$ cat config.mk
export PLATFORM = sky130hd
export DESIGN_NAME = nfbbp_ctrl
export DESIGN_NICKNAME = d
export VERILOG_FILES = /design/src/verilog/nfbbp_ctrl.v /design/src/verilog/nfbbp_cycle.v
export VERILOG_INCLUDE_DIRS = /design/src /design/src/verilog
export SDC_FILE = /design/constraint.sdc
export NUM_CORES = 1
export LEC_CHECK = 0
export BUFFER_PORTS_ARGS = -buffer_cell sky130_fd_sc_hd__buf_2
export CORE_UTILIZATION = 58
export DETAILED_ROUTE_END_ITERATION = 12
export PLACE_DENSITY = 0.81
export SETUP_SLACK_MARGIN = 0.15
export SLEW_MARGIN = 20
export SYNTH_ARGS = -nofsm -noshare
export SYNTH_HDL_FRONTEND = slang
export SYNTH_SLANG_ARGS = --single-unit
$ cat constraint.sdc
create_clock -name clk_sys -period 4.45 [get_ports clk_sys]
set_clock_uncertainty 0.1 [all_clocks]
set_input_delay 0 -clock clk_sys [delete_from_list [all_inputs] [get_ports clk_sys]]
set_output_delay 0 -clock clk_sys [all_outputs]
set_load 0.01 [all_outputs]
$ cat src/verilog/nfbbp_defs.vh
// nfbbp_defs.vh: constants of the parallel nor flash host controller
`ifndef NFBBP_DEFS_VH
`define NFBBP_DEFS_VH

// ****************************************************************
// timing, in ns as printed, and rounding to clk_sys cycles
// ****************************************************************
`define NFBBP_CLK_NS 50
`define NFBBP_CYC_UP(ns) (((ns) + `NFBBP_CLK_NS - 1) / `NFBBP_CLK_NS)
`define NFBBP_T_ACC_NS 90
`define NFBBP_T_PAGE_NS 25
`define NFBBP_T_WP_NS 35
`define NFBBP_T_WPH_NS 20
`define NFBBP_T_RP_NS 500
`define NFBBP_T_READY1_NS 20000
`define NFBBP_T_BUSY_NS 90
`define NFBBP_SYNC_CYC 2
`define NFBBP_HOLD_CYC 3
`define NFBBP_PROG_TMO 100000

// ****************************************************************
// user operations and identifier selections
// ****************************************************************
`define NFBBP_OP_READ 3'h0
`define NFBBP_OP_ID 3'h1
`define NFBBP_OP_PROG 3'h2
`define NFBBP_OP_BUF 3'h3
`define NFBBP_OP_ABORT 3'h4
`define NFBBP_OP_HWRST 3'h5
`define NFBBP_ID_MAKER 2'h0
`define NFBBP_ID_LOCK 2'h1
`define NFBBP_ID_SECIND 2'h2
`define NFBBP_IDA_MAKER 7'h00
`define NFBBP_IDA_LOCK 7'h02
`define NFBBP_IDA_SECIND 7'h03

// ****************************************************************
// command codes and unlock addresses (byte addresses)
// ****************************************************************
`define NFBBP_CMD_UNLK1 8'hAA
`define NFBBP_CMD_UNLK2 8'h55
`define NFBBP_CMD_PROG 8'hA0
`define NFBBP_CMD_BUFLD 8'h25
`define NFBBP_CMD_BUFGO 8'h29
`define NFBBP_CMD_ABTRST 8'hF0
`define NFBBP_UA1_W 24'h00_0AAA
`define NFBBP_UA2_W 24'h00_0554
`define NFBBP_UA1_B 24'h00_0AAA
`define NFBBP_UA2_B 24'h00_0555

// ****************************************************************
// write buffer geometry
// ****************************************************************
`define NFBBP_BUF_PAGE_BITS 6
`define NFBBP_BUF_WORD_MAX 6'h1F

`endif
$ cat src/verilog/nfbbp_ctrl.v
// nfbbp_ctrl.v: host sequencer driving a parallel nor flash bus
// How it works
// - maker id read uses high voltage on A9, A6,A3..A0 low.
// - read: address, chip select and output enable low, write high.
// - write: address, select low, output high, data, pulse strobe.
// - host never issues undefined command writes.
// - reset pin low for minimum width returns device to read.
// - two unlocks, load command at sector, then count minus one.
// - confirm command starts programming; device returns to read.
// - abort shows Q1 set; host sends the abort reset sequence.
`timescale 1ns/10ps
`include "nfbbp_defs.vh"

module nfbbp_ctrl #(
	parameter AW = 23,
	parameter PROG_TMO = `NFBBP_PROG_TMO
) (
	input wire clk_sys,
	input wire srst,
	input wire cmd_valid,
	output wire cmd_ready,
	input wire [2:0] cmd_op,
	input wire [AW-1:0] cmd_addr,
	input wire cmd_lsb,
	input wire [15:0] cmd_data,
	input wire [5:0] cmd_count,
	input wire [1:0] cmd_id_sel,
	input wire byte_mode,
	input wire wp_protect,
	input wire accel_en,
	input wire wd_valid,
	output wire wd_ready,
	input wire [15:0] wd_data,
	output wire rsp_valid,
	output reg [15:0] rsp_data,
	output reg rsp_err,
	output wire [AW-1:0] flash_addr,
	output wire flash_a9_hv,
	output wire flash_ce_n,
	output wire flash_oe_n,
	output wire flash_we_n,
	output wire flash_rst_n,
	output wire flash_byte_n,
	output wire flash_wp_low,
	output wire flash_acc_hv,
	output wire [15:0] dq_o,
	output wire [15:0] dq_oe,
	input wire [15:0] dq_i,
	input wire ready_busy_n
);

	// ****************************************************************
	// constants and state
	// ****************************************************************
	localparam [19:0] RP_CYC = `NFBBP_CYC_UP(`NFBBP_T_RP_NS);
	localparam [19:0] RDY_CYC = `NFBBP_CYC_UP(`NFBBP_T_READY1_NS);
	localparam [19:0] BSY_CYC = `NFBBP_CYC_UP(`NFBBP_T_BUSY_NS);
	localparam [19:0] TMO_CYC = PROG_TMO;
	localparam [2:0] M_IDLE = 3'h0;
	localparam [2:0] M_GO = 3'h1;
	localparam [2:0] M_CYC = 3'h2;
	localparam [2:0] M_BUSY = 3'h3;
	localparam [2:0] M_RLO = 3'h4;
	localparam [2:0] M_RWAIT = 3'h5;
	localparam [2:0] M_RSP = 3'h6;
	localparam [2:0] S_RD = 3'h7;

	reg [2:0] st_r, op_r, stp_r;
	reg [1:0] idsel_r;
	reg [AW:0] base_r;
	reg [15:0] data_r;
	reg [5:0] cnt_r, idx_r;
	reg [19:0] tmr_r;
	reg byte_r, wpl_r, acc_r, rst_n_r, rb_s1, rb_s2;
	reg [AW:0] fa;
	reg [7:0] cmd;
	reg [15:0] wr_dat;
	wire [AW:0] cur_fa, req_fa, last_fa;
	wire [15:0] eng_rdata;
	wire eng_done, is_rd, is_load, start, buf_bad;

	// a byte-wide command sits on the low lane, upper lane zero
	function [15:0] cmd_word;
		input [7:0] c;
		begin
			cmd_word = {8'h00, c};
		end
	endfunction

	// ****************************************************************
	// address arithmetic
	// ****************************************************************
	assign cur_fa = base_r + (byte_r ? {{(AW-5){1'b0}}, idx_r}
		: {{(AW-6){1'b0}}, idx_r, 1'b0});
	assign req_fa = {cmd_addr, cmd_lsb & byte_mode};
	assign last_fa = req_fa + (byte_mode ? {{(AW-5){1'b0}}, cmd_count}
		: {{(AW-6){1'b0}}, cmd_count, 1'b1});
	// refuse a load list that overruns the buffer or leaves its page
	assign buf_bad = (~byte_mode & (cmd_count > `NFBBP_BUF_WORD_MAX)) |
		(last_fa[AW:`NFBBP_BUF_PAGE_BITS] !=
		req_fa[AW:`NFBBP_BUF_PAGE_BITS]);

	assign is_rd = (stp_r == S_RD);
	assign is_load = (op_r == `NFBBP_OP_BUF) & (stp_r == 3'h4);
	assign start = (st_r == M_GO) & (~is_load | wd_valid);
	assign wd_ready = (st_r == M_GO) & is_load;
	assign cmd_ready = (st_r == M_IDLE);
	assign rsp_valid = (st_r == M_RSP);
	assign flash_rst_n = rst_n_r;
	assign flash_byte_n = ~byte_r;
	assign flash_wp_low = wpl_r;
	assign flash_acc_hv = acc_r;

	// ****************************************************************
	// address and data of the current step
	// ****************************************************************
	always @* begin
		fa = cur_fa;
		cmd = `NFBBP_CMD_UNLK1;
		wr_dat = data_r;
		case (stp_r)
		3'h0: begin
			fa = byte_r ? `NFBBP_UA1_B : `NFBBP_UA1_W;
			wr_dat = cmd_word(`NFBBP_CMD_UNLK1);
		end
		3'h1: begin
			fa = byte_r ? `NFBBP_UA2_B : `NFBBP_UA2_W;
			wr_dat = cmd_word(`NFBBP_CMD_UNLK2);
		end
		3'h2: begin
			fa = byte_r ? `NFBBP_UA1_B : `NFBBP_UA1_W;
			case (op_r)
			`NFBBP_OP_PROG: cmd = `NFBBP_CMD_PROG;
			`NFBBP_OP_ABORT: cmd = `NFBBP_CMD_ABTRST;
			default: begin
				fa = base_r;
				cmd = `NFBBP_CMD_BUFLD;
			end
			endcase
			wr_dat = cmd_word(cmd);
		end
		3'h3: begin
			if (op_r == `NFBBP_OP_BUF) begin
				fa = base_r;
				wr_dat = {10'h000, cnt_r};
			end
		end
		3'h4: wr_dat = wd_data;
		3'h5: begin
			fa = base_r;
			wr_dat = cmd_word(`NFBBP_CMD_BUFGO);
		end
		default: begin
			if (op_r == `NFBBP_OP_ID) begin
				case (idsel_r)
				`NFBBP_ID_LOCK:
					fa = {base_r[AW:8], `NFBBP_IDA_LOCK, 1'b0};
				`NFBBP_ID_SECIND:
					fa = {base_r[AW:8], `NFBBP_IDA_SECIND, 1'b0};
				default:
					fa = {base_r[AW:8], `NFBBP_IDA_MAKER, 1'b0};
				endcase
			end
		end
		endcase
	end

	// ****************************************************************
	// sequencer
	// ****************************************************************
	always @(posedge clk_sys) begin
		if (srst) begin
			st_r <= M_IDLE;
			op_r <= `NFBBP_OP_READ;
			stp_r <= 3'h0;
			idsel_r <= 2'h0;
			base_r <= {(AW+1){1'b0}};
			data_r <= 16'h0000;
			cnt_r <= 6'h00;
			idx_r <= 6'h00;
			tmr_r <= 20'h0_0000;
			byte_r <= 1'b0;
			wpl_r <= 1'b0;
			acc_r <= 1'b0;
			rst_n_r <= 1'b1;
			rb_s1 <= 1'b1;
			rb_s2 <= 1'b1;
			rsp_data <= 16'h0000;
			rsp_err <= 1'b0;
		end else begin
			rb_s1 <= ready_busy_n;
			rb_s2 <= rb_s1;
			case (st_r)
			M_IDLE: begin
				// pin modes change only between operations
				byte_r <= byte_mode;
				wpl_r <= wp_protect;
				acc_r <= accel_en;
				if (cmd_valid) begin
					op_r <= cmd_op;
					base_r <= req_fa;
					data_r <= cmd_data;
					cnt_r <= cmd_count;
					idsel_r <= cmd_id_sel;
					idx_r <= 6'h00;
					tmr_r <= 20'h0_0000;
					rsp_err <= 1'b0;
					rsp_data <= 16'h0000;
					st_r <= M_GO;
					case (cmd_op)
					`NFBBP_OP_READ, `NFBBP_OP_ID: stp_r <= S_RD;
					`NFBBP_OP_PROG:
						stp_r <= accel_en ? 3'h2 : 3'h0;
					`NFBBP_OP_BUF: begin
						stp_r <= 3'h0;
						if (buf_bad) begin
							rsp_err <= 1'b1;
							st_r <= M_RSP;
						end
					end
					`NFBBP_OP_ABORT: stp_r <= 3'h0;
					`NFBBP_OP_HWRST: st_r <= M_RLO;
					default: begin
						// never put an undefined command on the bus
						rsp_err <= 1'b1;
						st_r <= M_RSP;
					end
					endcase
				end
			end
			M_GO: if (start) st_r <= M_CYC;
			M_CYC: begin
				if (eng_done) begin
					st_r <= M_GO;
					if (is_rd) begin
						rsp_data <= eng_rdata;
						st_r <= M_RSP;
					end else if (op_r == `NFBBP_OP_ABORT &&
						stp_r == 3'h2) begin
						st_r <= M_RSP;
					end else if (op_r == `NFBBP_OP_PROG &&
						stp_r == 3'h3) begin
						st_r <= M_BUSY;
					end else if (stp_r == 3'h5) begin
						st_r <= M_BUSY;
					end else if (is_load) begin
						idx_r <= idx_r + 6'h01;
						if (idx_r == cnt_r)
							stp_r <= 3'h5;
					end else begin
						stp_r <= stp_r + 3'h1;
					end
				end
			end
			M_BUSY: begin
				// give the busy output time to fall before trusting it
				tmr_r <= tmr_r + 20'h0_0001;
				if (tmr_r >= BSY_CYC && rb_s2) begin
					st_r <= M_RSP;
				end else if (tmr_r == TMO_CYC) begin
					rsp_err <= 1'b1;
					st_r <= M_RSP;
				end
			end
			M_RLO: begin
				rst_n_r <= 1'b0;
				tmr_r <= tmr_r + 20'h0_0001;
				if (tmr_r == RP_CYC) begin
					rst_n_r <= 1'b1;
					tmr_r <= 20'h0_0000;
					st_r <= M_RWAIT;
				end
			end
			M_RWAIT: begin
				tmr_r <= tmr_r + 20'h0_0001;
				if (tmr_r >= BSY_CYC && rb_s2) begin
					st_r <= M_RSP;
				end else if (tmr_r == RDY_CYC) begin
					rsp_err <= ~rb_s2;
					st_r <= M_RSP;
				end
			end
			M_RSP: st_r <= M_IDLE;
			default: st_r <= M_IDLE;
			endcase
		end
	end

	// ****************************************************************
	// pin cycle engine
	// ****************************************************************
	nfbbp_cycle #(
		.AW(AW)
	) u_cycle (
		.clk_sys(clk_sys),
		.srst(srst),
		.start(start),
		.wr(~is_rd),
		.a9_hv(op_r == `NFBBP_OP_ID),
		.byte_mode(byte_r),
		.addr(fa[AW:1]),
		.lsb(fa[0]),
		.wdata(wr_dat),
		.done(eng_done),
		.rdata(eng_rdata),
		.flash_addr(flash_addr),
		.flash_a9_hv(flash_a9_hv),
		.flash_ce_n(flash_ce_n),
		.flash_oe_n(flash_oe_n),
		.flash_we_n(flash_we_n),
		.dq_o(dq_o),
		.dq_oe(dq_oe),
		.dq_i(dq_i)
	);

endmodule

$ cat src/verilog/nfbbp_cycle.v
// nfbbp_cycle.v: one read or write cycle on the flash pins
`timescale 1ns/10ps
`include "nfbbp_defs.vh"

module nfbbp_cycle #(
	parameter AW = 23
) (
	input wire clk_sys,
	input wire srst,
	input wire start,
	input wire wr,
	input wire a9_hv,
	input wire byte_mode,
	input wire [AW-1:0] addr,
	input wire lsb,
	input wire [15:0] wdata,
	output reg done,
	output reg [15:0] rdata,
	output wire [AW-1:0] flash_addr,
	output wire flash_a9_hv,
	output wire flash_ce_n,
	output wire flash_oe_n,
	output wire flash_we_n,
	output wire [15:0] dq_o,
	output wire [15:0] dq_oe,
	input wire [15:0] dq_i
);

	localparam [7:0] ACC_CYC = `NFBBP_CYC_UP(`NFBBP_T_ACC_NS)
		+ `NFBBP_SYNC_CYC;
	localparam [7:0] PG_CYC = `NFBBP_CYC_UP(`NFBBP_T_PAGE_NS)
		+ `NFBBP_SYNC_CYC;
	localparam [7:0] WP_CYC = `NFBBP_CYC_UP(`NFBBP_T_WP_NS);
	localparam [7:0] WPH_CYC = `NFBBP_CYC_UP(`NFBBP_T_WPH_NS);
	localparam [3:0] HOLD = `NFBBP_HOLD_CYC;
	localparam [2:0] E_IDLE = 3'h0;
	localparam [2:0] E_RD = 3'h1;
	localparam [2:0] E_WSET = 3'h2;
	localparam [2:0] E_WLO = 3'h3;
	localparam [2:0] E_WHI = 3'h4;

	reg [2:0] st_r;
	reg [7:0] cnt_r;
	reg [3:0] hold_r;
	reg ce_n_r, oe_n_r, we_n_r, a9_r, byte_r, lsb_r, drv_r;
	reg [AW-1:0] addr_r;
	reg [15:0] wd_r, dq_s1, dq_s2;
	wire page_hit;

	assign flash_addr = addr_r;
	assign flash_a9_hv = a9_r;
	assign flash_ce_n = ce_n_r;
	assign flash_oe_n = oe_n_r;
	assign flash_we_n = we_n_r;
	// byte mode: pin 15 carries the lowest address bit, 8..14 float
	assign dq_o = byte_r ? {lsb_r, 7'h00, wd_r[7:0]} : wd_r;
	assign dq_oe = {byte_r | drv_r, {7{drv_r & ~byte_r}},
		{8{drv_r}}};
	// same page, chip still selected, same mode: shorter page delay
	assign page_hit = ~ce_n_r & ~oe_n_r & (a9_r == a9_hv) &
		(byte_r == byte_mode) &
		(addr_r[AW-1:3] == addr[AW-1:3]);

	always @(posedge clk_sys) begin
		if (srst) begin
			st_r <= E_IDLE;
			cnt_r <= 8'h00;
			hold_r <= 4'h0;
			ce_n_r <= 1'b1;
			oe_n_r <= 1'b1;
			we_n_r <= 1'b1;
			a9_r <= 1'b0;
			byte_r <= 1'b0;
			lsb_r <= 1'b0;
			drv_r <= 1'b0;
			addr_r <= {AW{1'b0}};
			wd_r <= 16'h0000;
			dq_s1 <= 16'h0000;
			dq_s2 <= 16'h0000;
			done <= 1'b0;
			rdata <= 16'h0000;
		end else begin
			dq_s1 <= dq_i;
			dq_s2 <= dq_s1;
			done <= 1'b0;
			case (st_r)
			E_IDLE: begin
				if (start) begin
					addr_r <= addr;
					lsb_r <= lsb;
					a9_r <= a9_hv;
					byte_r <= byte_mode;
					wd_r <= wdata;
					ce_n_r <= 1'b0;
					if (wr) begin
						oe_n_r <= 1'b1;
						st_r <= E_WSET;
					end else begin
						oe_n_r <= 1'b0;
						cnt_r <= page_hit ? PG_CYC : ACC_CYC;
						st_r <= E_RD;
					end
				end else if (hold_r != 4'h0) begin
					hold_r <= hold_r - 4'h1;
				end else begin
					ce_n_r <= 1'b1;
					oe_n_r <= 1'b1;
					a9_r <= 1'b0;
				end
			end
			E_RD: begin
				cnt_r <= cnt_r - 8'h01;
				if (cnt_r == 8'h01) begin
					// data has passed the two-stage synchroniser
					rdata <= byte_r ? {8'h00, dq_s2[7:0]} : dq_s2;
					done <= 1'b1;
					hold_r <= HOLD;
					st_r <= E_IDLE;
				end
			end
			E_WSET: begin
				// oe_n went high a cycle ago, so no fight on the bus
				drv_r <= 1'b1;
				we_n_r <= 1'b0;
				cnt_r <= WP_CYC;
				st_r <= E_WLO;
			end
			E_WLO: begin
				cnt_r <= cnt_r - 8'h01;
				if (cnt_r == 8'h01) begin
					we_n_r <= 1'b1;
					cnt_r <= WPH_CYC;
					st_r <= E_WHI;
				end
			end
			E_WHI: begin
				cnt_r <= cnt_r - 8'h01;
				if (cnt_r == 8'h01) begin
					drv_r <= 1'b0;
					ce_n_r <= 1'b1;
					hold_r <= 4'h0;
					done <= 1'b1;
					st_r <= E_IDLE;
				end
			end
			default: st_r <= E_IDLE;
			endcase
		end
	end

endmodule

==> results, run 1 <==
- In this run the number of H-tree levels came out at 1.
- The first-pass GRT wire length is 59800 um.
- Ranked by total cell area, the synthesized netlist is headed by dfxtp_1 (38%), a21oi_1 (7.2%), nand2_1 (6.8%), nor2_1 (4.8%), ha_1 (3.1%).
- The startpoint identified for the worst register-to-register timing path is stp_r[1].
- The number of fill cells is roughly 1500.
- The number of setup buffers added after CTS is 0.
- The number of endpoints with negative hold slack in the final report came to 0.
- Walking the worst path, the cells encountered are inv_1, ha_1, and2_1, a211oi_2, nor2_1, a21oi_1, o21ai_0, xor2_1, nor4_1, buf_4, nand3_1, a311oi_2.
- For this run, the top clock speed supported by timing is roughly 0.25 GHz.
- The area of the placeable core is ~0.019 sq mm.
- The sequential-to-total area share from yosys stat is ~38%.
- In this run, distinct cell masters in the synthesized netlist total a little over 80.
- The routed metal-1 wirelength is ~16000 um.
- The synthesis warning total is 0.
- Across the run, the number of max-cap violations was 0.
- The wire length on met2 is roughly 17000 um.
- The total negative setup slack is 0 ns.
- The total length of routed wires is around 38000 um.
- The initial utilization of the core area, before any placement, comes to between 50% and 60%.
- Along the worst hold path, the cell count comes to 5.
- The synthesized netlist occupies a cell area of ~0.011 sq mm.
- Setup violations remaining at the end of the flow were counted as 0.
- At the worst endpoint, the arrival time is 4.30 ns.
- The sequential standard cell area is between 0.004 and 0.005 sq mm.
- The via count of the first global-routing pass is 11100.
- Row generation in the floorplan step produced a little over 50 rows.
- The utilization after layout is just over 70%.
- Setup repair after global routing left no endpoint under its margin.
- The post-synthesis sequential element count is roughly 220.
- Summed over its instances, the top area cell type makes up between 30% and 40% of the synthesized netlist area.
- The worst setup path is of the reg2reg kind.
- The cell type with the largest total area after synthesis is dfxtp_1.
- The number of antenna violations at the first check in global routing came to 0.
- In the synthesized netlist, the number of instances is roughly 1500.
- The critical path contains buffers and inverters numbering 2 combined.
- In this run the deepest clock path goes through 3 buffers.
- In this run the register-to-register setup slack is 0.47 ns.
- roughly 170 I/O pins were placed.
- For this run, the detailed router's first-pass iteration total came to 7.
- Summed over all nets, the half-perimeter wirelength after detailed placement is 25400 um.
- For this run, the leading register cell type out of synthesis is dfxtp_1.
- The post-layout net count is roughly 1800.
- The final estimated routing congestion in global placement is between 0.9 and 1.
- The path with the worst hold slack has its endpoint at u_cycle.wd_r[0].
- Among cell families on the critical path, the largest total delay comes from simple AND/OR/NAND/NOR gates.
- The area of the multi-input gates is between 0.006 and 0.007 sq mm.
- The violation count after the first detailed-route iteration is 1075.
- The post-detailed-route wirelength per cell is between 15 and 20 um.
- The number of max-slew violations in the final report is 0.
- Final hold analysis gives a worst-case slack of 0.0726 ns.
- The final critical path time including I/O delays and setup is about 4.0 ns.
- At the pin with the least slew margin, the transition time is between 1 and 1.5 ns.
- For this run the aggregate overflow at the end of global routing stands at 0.
- In this run, synthesis inferred 0 flip-flops with an integrated enable.
- The worst setup path is captured at a register.
- The min-delay analysis places its worst path in the category in2reg.
- The cell type of the slowest stage on the worst timing path is nor2_1.
- The worst flop-to-flop path endpoint is u_cycle.cnt_r[0].
- Each instance of the synthesized netlist takes up on average 7.81 sq um.
- The share of flip-flops with an asynchronous set or reset after synthesis is 0%.
- Clock latency on the worst-skew pair, taken at its later pin, is 0.51 ns.
- The count of input and output buffers is ~170.
- The total number of clock tree sinks is ~220.
- The clock tree from TritonCTS is built.
- The average via count per standard cell is 6.11.
- Detailed routing inserted a total of between 10000 and 15000 vias.
- After detailed routing, the number of remaining DRC violations is 0.
- The share of the cycle needed by the critical path after routing is 89.5%.
- The pin count of the biggest net entering global routing is 122.
- The final standard cell area without fillers is between 0.01 and 0.015 sq mm.
- The die covers slightly above 0.02 sq mm.
- In this run the remaining antenna-violating nets after routing total 0.
- The tightest slew margin relative to the limit is around a quarter.
- The maximum fanout count along the critical path is 12.
- The met3 wire length is around 3300 um.
- The area growth from synthesis to layout is 22.9%.
- Global routing used between 30 and 40% of the available tracks.
- For the worst setup path, the data required time is about 4.8 ns.
- The total nets after synthesis is ~1600.
- The die height is between 100 and 150 um.
- The most frequent cell after synthesis is dfxtp_1.
- Counting the buffers created by CTS gives 23.
- In this run the number of cells on the critical path is 12.
- The peak ir drop on the vdd network is around 0.42 mV.
- The leakage power total is ~5.7 nW.
- In this design, the stage delay of the slowest critical-path cell is about 0.8 ns.
- Power spread over the standard cell area amounts to 516 mW/mm^2.
- The launch point of the worst hold path is wd_data[0].
- The top metal layer carrying routed signals is met4.
- The share of final-layout standard cells stronger than drive strength 1 is ~16%.
- The tree is rooted in a clkbuf_16.
- Measured in cells, the most critical reg-to-reg path has a length of 12.
- The instance area after placement is 0.0123 sq mm.
- The flow ran to the end, and the final reports show no timing, DRC or antenna violations.
- The x dimension of the die is approximately 140 um.
- The clock-pin transition on the worst setup and hold timing paths is about 0.060 ns.
- By count the netlist is led by dfxtp_1 (216), nand2_1 (207), a21oi_1 (164).
- STA classifies the critical path startpoint as a register.
## timing repair
item | CTS | global route
endpoints found under the setup margin | 0 | 3
endpoints found under the hold margin | 122 | 0
gates resized for setup | 0 | 1
hold buffers | 100 | 0
## where the power goes
group / switching (mW) / internal [mW] / leakage [nW]
Clock: 0.791 / 1.17 / 0.369
Combinational: 1.71 / 1.03 / 3.56
Sequential: 0.365 / 2.22 / 1.76
## worst reg2reg max path: cells and delay by family (launching register included)
family	cells	cell delay, ns
AO/OA/AOI/OAI	4	0.90
buffers and inverters	2	0.33
XOR/XNOR	1	0.11
flip-flops	1	0.37
AND/OR/NAND/NOR	4	1.75
adder cells (fa/ha/maj)	1	0.37
## through the flow
stage | total power, mW | cells | worst slack (ns)
finish | 7.27 | 1958 | 0.469
global route | 7.65 | 1957 | 0.166
CTS | 7.17 | 1956 | 0.462
detailed placement | 5.14 | 1816 | 0.482
global placement | 5.10 | 1816 | 0.539
floorplan | 4.40 | 1470 | 0.812
## cell families (layout without fill, tap and decap cells)
family                   after synthesis  after routing  synth area share, %
XOR/XNOR                              41             41                 3.13
buffers and inverters                146            368                 5.79
other                                  0              1                    0
adder cells (fa/ha/maj)               29             29                 3.23
AO/OA/AOI/OAI                        377            377                 21.2
multiplexers                          26             26                 2.40
AND/OR/NAND/NOR                      635            635                 26.5
flip-flops                           216            216                 37.7
## layout by cell type, fill, tap and decap left out, types with 15 or more instances in the layout
| master | n |
|---|---|
| nor4_1 | 15 |
| dlygate4sd3_1 | 100 |
| o211ai_1 | 21 |
| nand2b_1 | 16 |
| nand2_1 | 206 |
| nor2b_1 | 55 |
| dfxtp_1 | 215 |
| clkbuf_16 | 23 |
| inv_1 | 29 |
| or3_1 | 16 |
| xnor2_1 | 15 |
| buf_2 | 172 |
| buf_4 | 25 |
| ha_1 | 28 |
| xor2_1 | 26 |
| nand3_1 | 50 |
| a21oi_1 | 164 |
| nand4_1 | 15 |
| a211oi_1 | 22 |
| nor3_1 | 48 |
| o21ai_0 | 46 |
| nor2_1 | 148 |
## layer usage
| layer | track usage (%) | up-vias |
|---|---|---|
| li1 | - | 5596 |
| met1 | 49.4 | 5595 |
| met2 | 61.4 | 647 |
| met3 | 5.87 | 119 |
| met4 | 14.4 | 0 |
| met5 | 0 | - |
## how the worst max path moves through the flow
stage / from / to / slack (ns)
floorplan: byte_r / u_cycle.cnt_r[0] / 0.81
global placement: byte_r / u_cycle.cnt_r[0] / 0.54
detailed placement: byte_r / u_cycle.cnt_r[0] / 0.48
CTS: byte_r / u_cycle.cnt_r[0] / 0.46
global route: stp_r[2] / u_cycle.cnt_r[1] / 0.17
finish: stp_r[1] / u_cycle.cnt_r[0] / 0.47
## flip-flops by register name, indices dropped and copies added, names as in the netlist, 2 cells and up
| signal | flops |
|---|---|
| stp_r | 3 |
| idx_r | 6 |
| u_cycle.wd_r | 16 |
| u_cycle.dq_s1 | 16 |
| idsel_r | 2 |
| tmr_r | 20 |
| u_cycle.st_r | 3 |
| u_cycle.rdata | 16 |
| base_r | 24 |
| rsp_data | 16 |
| op_r | 3 |
| cnt_r | 6 |
| u_cycle.dq_s2 | 16 |
| u_cycle.cnt_r | 8 |
| data_r | 16 |
| u_cycle.hold_r | 4 |
| st_r | 3 |
| u_cycle.flash_addr | 23 |
## final cells by class
cell class              instances  area share [%]
diodes                          1          0.0177
well taps                     265            2.35
clock buffers                  34            4.80
inverters                      29           0.772
repair buffers                299            14.7
multi-input cells            1108            46.1
clock inverters                 6           0.630
flip-flops and latches        216            30.7
Note: power is estimated with default switching activity, not from simulation.
==> inputs of run 2 (changes only) <==
--- a/config.mk
+++ b/config.mk
@@ -10,6 +10,7 @@
 export CORE_UTILIZATION = 58
 export DETAILED_ROUTE_END_ITERATION = 12
 export PLACE_DENSITY = 0.81
+export REMOVE_ABC_BUFFERS = 1
 export SETUP_SLACK_MARGIN = 0.15
 export SLEW_MARGIN = 20
 export SYNTH_ARGS = -nofsm -noshare
==> constraint.sdc (replaced) <==
create_clock -name clk_sys -period 4.45 [get_ports clk_sys]
set_clock_uncertainty 0.1 [all_clocks]
set_input_delay 0.2225 -clock clk_sys [delete_from_list [all_inputs] [get_ports clk_sys]]
set_output_delay 0.2225 -clock clk_sys [all_outputs]
set_load 0.01 [all_outputs]
==> results, run 2 (same netlist as run 1, synthesis figures left out) <==
- The clock share of power was 28.3% (was 26.9%).
- The net load switching power is 2.81 mW (was 2.86 mW).
- The count of endpoints failing setup in the final report is 0 (unchanged).
- The data required time of the worst path was 4.79 ns (was 4.77 ns).
- The cell chosen for the clock root is clkbuf_16 (unchanged).
- The clock buffer count from CTS is 23 (unchanged).
- The count of H-tree levels built during CTS is 1 (unchanged).
- The endpoint arrival time on the critical path came to 4.33 ns (was 4.30 ns).
- The area growth from synthesis to final layout is 21.2% (was 22.9%).
- The number of antenna violations at the first check in global routing was 0 (unchanged).
- The I/O pin count is 174 (unchanged).
- The maximum fanout count along the critical path came to 11 (was 12).
- The first-pass GRT wire length was 55200 um (was 59800 um).
- The number of endpoints with negative hold slack in the final report is 1 (was 0).
- The most common cell after layout, fill and taps aside is dfxtp_1 (unchanged).
- The power consumption was 7.24 mW (was 7.27 mW).
- The peak ir drop on the vdd network is 0.374 mV (was 0.417 mV).
- The reg2reg setup slack is 0.46 ns (was 0.47 ns).
- The final reports fail on negative hold slack.
- The initial core utilization was 59.2% (unchanged).
- The number of routed nets with antenna violations is 0 (unchanged).
- The final estimated routing congestion in global placement was 0.999 (was 0.953).
- The clock tree buffer depth is 3 (unchanged).
- The tightest slew margin relative to the limit was 35.1% (was 25.2%).
- The worst flop-to-flop path endpoint is u_cycle.cnt_r[0] (unchanged).
- The maximum clock rate is 0.251 GHz (about the same).
- The number of fill cells was 1534 (was 1463).
- The share of the cycle needed by the critical path after routing is 89.7% (was 89.5%).
- The area of the placeable core was 0.0194 sq mm (unchanged).
- The later-pin clock latency in the skew report is 0.52 ns (was 0.51 ns).
- The number of iterations in the first detailed-routing pass is 6 (was 7).
- The number of max-slew violations in the final report was 0 (unchanged).
- The smallest hold slack came to -0.00991 ns (was 0.0726 ns).
- The share of total power consumed by net switching is 38.9% (was 39.4%).
- The average via count per standard cell was 5.96 (was 6.11).
- The endpoint kind of the worst setup timing path is a register (unchanged).
- The power per unit of standard cell area is 521 mW/mm^2 (was 516 mW/mm^2).
- The number of instances on the worst hold path is 3 (was 5).
- The leakage power total is 5.56 nW (was 5.69 nW).
- The clock tree from TritonCTS was built (unchanged).
- The launch point of the worst hold path is byte_mode (was wd_data[0]).
- The launch point of the worst reg-to-reg path is byte_r (was stp_r[1]).
- The number of cells after detailed placement was 1813 (was 1816).
- The detailed-route via count is 11500 (was 12000).
- The number of placement rows is 51 (unchanged).
- The number of setup buffers added after CTS is 0 (unchanged).
- The share of final-layout standard cells stronger than drive strength 1 is 16.4% (was 16.1%).
- The power share of the combinational group is 36.2% (was 37.6%).
- The worst hold path endpoint is base_r[0] (was u_cycle.wd_r[0]).
- The kind of launch point of the worst setup path is a register (unchanged).
- The post-detailed-route wirelength per cell is 18.1 um (was 19.6 um).
- The total number of clock tree sinks was 216 (unchanged).
- The count of cells along the worst register-to-register path was 11 (was 12).
- The final HPWL from detailed placement is 23000 um (was 25400 um).
- The total routing resource utilization after global routing is 34.0% (was 37.4%).
- The x dimension of the die was 143 um (unchanged).
- The final critical path time including I/O delays and setup came to 3.99 ns (was 3.98 ns).
- Most used cells in the layout excluding fill and tap cells: dfxtp_1 (215), nand2_1 (206), buf_2 (172) (unchanged).
- The total length of routed wires is 34900 um (was 38400 um).
- The post-layout net count came to 1772 (was 1797).
- The internal power is 4.43 mW (was 4.41 mW).
- The antenna diode count is 0 (was 1).
- The largest register by flop count is base_r (unchanged).
- Status: finished with violations (was finished, final reports clean).
- The type of the tightest min-delay check is in2reg (unchanged).
- The DRC violation count after routing came to 0 (unchanged).
- The count of input and output buffers is 173 (unchanged).
- The filler-free cell count of the finished design was 1934 (was 1958).
- Unrepaired setup endpoints after global routing: false (unchanged).
- The total negative setup slack came to 0 ns (unchanged).
- The pin count of the biggest net entering global routing is 87 (was 122).
- The clock-pin transition on the worst setup and hold timing paths was 0.07 ns (was 0.06 ns).
- The global route total overflow is 0 (unchanged).
- The die height was 143 um (unchanged).
- The flip-flop count of the largest register after layout is 24 (unchanged).
- The slew at the pin closest to its max-slew limit is 0.966 ns (was 1.11 ns).
- The number of max-cap violations is 0 (unchanged).
- The via count of the first global-routing pass came to 10700 (was 11100).
- The violation count after the first detailed-route iteration is 1029 (was 1075).
- The startpoint-to-endpoint class of the critical path is reg2reg (unchanged).
- The part of the power in registers is 35.5% (about the same).
- The die area is 0.0204 sq mm (unchanged).
[run 2: cell count changes in the layout (fill, tap and decap cells not counted), moves of 3 or more]
cell | before | now
buf_4 | 25 | 22
clkbuf_1 | 5 | 2
clkbuf_8 | 6 | 2
clkinvlp_4 | 2 | 7
dlygate4sd3_1 | 100 | 78
[run 2: through the flow]
| stage | utilization, % | hold WS [ns] | setup WS [ns] | instance area (sq um) |
|---|---|---|---|---|
| final | 71.7 | -0.00991 | 0.458 | 13900 |
| after global routing | 71.7 | 0.00490 | 0.159 | 13900 |
| after CTS | 71.6 | 0.00816 | 0.364 | 13900 |
| after detailed placement | 63.4 | 0.298 | 0.386 | 12300 |
| after global placement | 63.4 | 0.290 | 0.531 | 12300 |
| after floorplan | - | 0.190 | 0.565 | 10900 |
[run 2: worst max path at each step]
| stage | endpoint | start |
|---|---|---|
| 2_1_floorplan | idx_r[5] | st_r[0] |
| 3_3_place_gp | u_cycle.cnt_r[0] | byte_r |
| 3_5_place_dp | u_cycle.cnt_r[0] | byte_r |
| 4_1_cts | u_cycle.cnt_r[0] | byte_r |
| 5_1_grt | u_cycle.cnt_r[0] | byte_r |
| 6_report | u_cycle.cnt_r[0] | byte_r |
[run 2: layout make-up]
type / count / area, sq um / share of cell area, %
clock buffer: 27 / 611 / 4.39
tap: 265 / 332 / 2.39
multi-input combinational: 1108 / 6490 / 46.7
timing repair buffer: 274 / 1830 / 13.2
inverter: 29 / 109 / 0.783
sequential: 216 / 4330 / 31.1
clock inverter: 15 / 204 / 1.47
[run 2: metal layers]
metal,track usage (%),share of wire (%)
met1,45.5,43
met3,5.97,7.9
met4,10.9,2.8
met2,55.6,46
met5,0,0
[run 2: critical path, cell delays in order (launching register included)]
cell and delay [ns]:
dfxtp_2 0.48, mux2_2 0.37, ha_1 0.36, o211ai_1 0.15, o21a_1 0.32, a211oi_1 0.46, mux2i_1 0.33, a211oi_1 0.07
or4_1 0.61, nor4_2 0.22, nand3_1 0.17, a311oi_2 0.25
[run 2: power by group through the flow]
stage	sequential, mW	combinational (mW)	clock (mW)
6_report	2.57	2.62	2.05
5_1_grt	2.61	2.86	2.14
4_1_cts	2.55	2.55	2.06
3_5_place_dp	2.59	2.48	0
3_3_place_gp	2.58	2.45	0
2_1_floorplan	2.55	1.64	0
[run 2: timing repair]
| item | CTS | global route |
|---|---|---|
| setup endpoints to repair | 0 | 3 |
| hold buffers | 78 | 0 |
| endpoints found under the hold margin | 80 | 0 |
| gates resized for setup | 0 | 2 |
==> inputs of run 3 (changes only) <==
--- a/config.mk
+++ b/config.mk
@@ -10,9 +10,9 @@
 export CORE_UTILIZATION = 58
 export DETAILED_ROUTE_END_ITERATION = 12
 export PLACE_DENSITY = 0.81
-export REMOVE_ABC_BUFFERS = 1
 export SETUP_SLACK_MARGIN = 0.15
 export SLEW_MARGIN = 20
 export SYNTH_ARGS = -nofsm -noshare
 export SYNTH_HDL_FRONTEND = slang
 export SYNTH_SLANG_ARGS = --single-unit
+export TNS_END_PERCENT = 5
==> results, run 3 (same netlist as run 1, synthesis figures left out) <==
- The post-detailed-route wirelength per cell came to 19.3 um (was 18.1 um).
- The number of cells after detailed placement is 1817 (was 1813).
- The pin count of the biggest net entering global routing was 116 (was 87).
- Most used cells in the layout excluding fill and tap cells: dfxtp_1 (215), nand2_1 (205), buf_2 (172) (was dfxtp_1 (215), nand2_1 (206), buf_2 (172)).
- The DRC violation count after routing is 0 (unchanged).
- The final estimated routing congestion in global placement came to 0.935 (was 0.999).
- The violation count after the first detailed-route iteration came to 1089 (was 1029).
- The first-pass GRT wire length is 57700 um (was 55200 um).
- The final critical path time including I/O delays and setup came to 3.93 ns (was 3.99 ns).
- The total length of routed wires is 37500 um (was 34900 um).
- Unrepaired setup endpoints after global routing: false (unchanged).
- The utilization after layout is 71.7% (about the same).
- The count of endpoints failing setup in the final report is 0 (unchanged).
- The clock tree from TritonCTS was built (unchanged).
- The flip-flop count of the largest register after layout is 24 (unchanged).
- The endpoint kind of the worst setup timing path is a register (unchanged).
- The type of the tightest min-delay check is in2reg (unchanged).
- The endpoint arrival time on the critical path is 4.27 ns (was 4.33 ns).
- The most common cell after layout, fill and taps aside is dfxtp_1 (unchanged).
- The number of fill cells is 1525 (was 1534).
- The die area is 0.0204 sq mm (unchanged).
- The smallest hold slack is 0.0699 ns (was -0.00991 ns).
- The number of endpoints with negative hold slack in the final report is 0 (was 1).
- The area of the placeable core is 0.0194 sq mm (unchanged).
- The number of iterations in the first detailed-routing pass is 6 (unchanged).
- Status: finished, final reports clean (was finished with violations).
- The power per unit of standard cell area was 524 mW/mm^2 (was 521 mW/mm^2).
- The global route total overflow is 0 (unchanged).
- The data required time of the worst path is 4.78 ns (was 4.79 ns).
- The largest register by flop count was base_r (unchanged).
- The minimum setup slack after placement was 0.440 ns (was 0.386 ns).
- The share of final-layout standard cells stronger than drive strength 1 is 16.4% (about the same).
- The clock-pin transition on the worst setup and hold timing paths was 0.07 ns (about the same).
- The clock buffer count from CTS is 24 (was 23).
- The slew at the pin closest to its max-slew limit came to 1.10 ns (was 0.966 ns).
- The total number of clock tree sinks is 216 (unchanged).
- The maximum clock rate was 0.254 GHz (was 0.251 GHz).
- The final HPWL from detailed placement is 24900 um (was 23000 um).
- The share of the cycle needed by the critical path after routing is 88.4% (was 89.7%).
- The number of routed nets with antenna violations is 0 (unchanged).
- The area growth from synthesis to final layout is 21.3% (was 21.2%).
- The clock tree buffer depth is 3 (unchanged).
- The power consumption is 7.29 mW (was 7.24 mW).
- The total routing resource utilization after global routing is 36.2% (was 34.0%).
- The die height is 143 um (unchanged).
- The number of setup buffers added after CTS is 0 (unchanged).
- The filler-free cell count of the finished design is 1941 (was 1934).
- The maximum fanout count along the critical path is 10 (was 11).
- The total negative setup slack is 0 ns (unchanged).
- The initial core utilization was 59.2% (unchanged).
- The I/O pin count came to 174 (unchanged).
- The instance area after placement was 0.0123 sq mm (about the same).
- The number of antenna violations at the first check in global routing is 2 (was 0).
- The final standard cell area without fillers is 0.0139 sq mm (about the same).
- The x dimension of the die is 143 um (unchanged).
- The leakage power total is 5.59 nW (was 5.56 nW).
- The later-pin clock latency in the skew report is 0.52 ns (about the same).
- The average via count per standard cell came to 6.09 (was 5.96).
- The number of placement rows came to 51 (unchanged).
- The number of max-slew violations in the final report is 0 (unchanged).
- The final setup slack of the worst path was 0.516 ns (was 0.458 ns).
- The startpoint-to-endpoint class of the critical path was reg2reg (unchanged).
- The tightest slew margin relative to the limit was 26.4% (was 35.1%).
- The number of max-cap violations is 0 (unchanged).
- The count of input and output buffers is 173 (unchanged).
- The count of H-tree levels built during CTS is 1 (unchanged).
- The peak ir drop on the vdd network is 0.346 mV (was 0.374 mV).
- The post-layout net count is 1777 (was 1772).
- The via count of the first global-routing pass is 10900 (was 10700).
- The kind of launch point of the worst setup path is a register (unchanged).
- The detailed-route via count is 11800 (was 11500).
- The cell chosen for the clock root is clkbuf_16 (unchanged).
[run 3: cell types whose count changed in the layout (fill, tap and decap cells not counted), sizes merged]
cell / before / now
bufinv: 4 / 2
clkinv: 2 / 5
inv: 31 / 30
clkbuf: 27 / 36
diode: 0 / 1
buf: 196 / 199
dlygate4sd3: 78 / 79
clkinvlp: 7 / 0
[run 3: power breakdown]
group / switching (mW) / internal (mW) / leakage (nW)
sequential: 0.358 / 2.22 / 1.76
clock: 0.812 / 1.20 / 0.393
combinational: 1.70 / 1.00 / 3.44
[run 3: worst paths after layout]
path              startpoint                to  slack (ns)  cells after the start
hold reg to reg        rb_s1             rb_s2        0.32                      1
hold / removal     byte_mode            byte_r        0.07                      3
setup reg to reg    idx_r[0]  u_cycle.cnt_r[0]        0.52                     14
setup / recovery    idx_r[0]  u_cycle.cnt_r[0]        0.52                     14
[run 3: what timing repair did]
action,in CTS,in global routing
hold buffers,79,0
gates resized for setup,0,1
endpoints found under the hold margin,80,0
endpoints found under the setup margin,0,3
[run 3: critical path, cell delays in order, from the launching register on]
cell	delay (ns)
dfxtp_1	0.51
and2_1	0.18
ha_1	0.18
inv_1	0.07
fa_1	0.38
nand2b_1	0.23
a211oi_2	0.20
buf_4	0.24
nor2_1	0.14
o41ai_1	0.49
a21boi_0	0.25
and4_1	0.20
and4_1	0.26
nand3_1	0.14
a311oi_2	0.25
[run 3: area by class of cell]
class	instances	area [sq um]	share of cell area, %
Multi-Input combinational cell	1108	6500	46.7
Sequential cell	216	4330	31.1
Timing Repair Buffer	278	1860	13.4
Clock buffer	36	697	5.01
Tap cell	265	332	2.38
Inverter	29	109	0.782
Clock inverter	8	96.3	0.692
Antenna cell	1	2.50	0.0180
[run 3: per-layer routing]
| metal | track usage [%] | up-vias | wire length (um) |
|---|---|---|---|
| li1 | - | 5549 | - |
| met1 | 47.5 | 5511 | 15500 |
| met2 | 57.2 | 639 | 16700 |
| met3 | 7.01 | 128 | 3480 |
| met4 | 17.2 | 2 | 1720 |
| met5 | 0 | - | 13 |
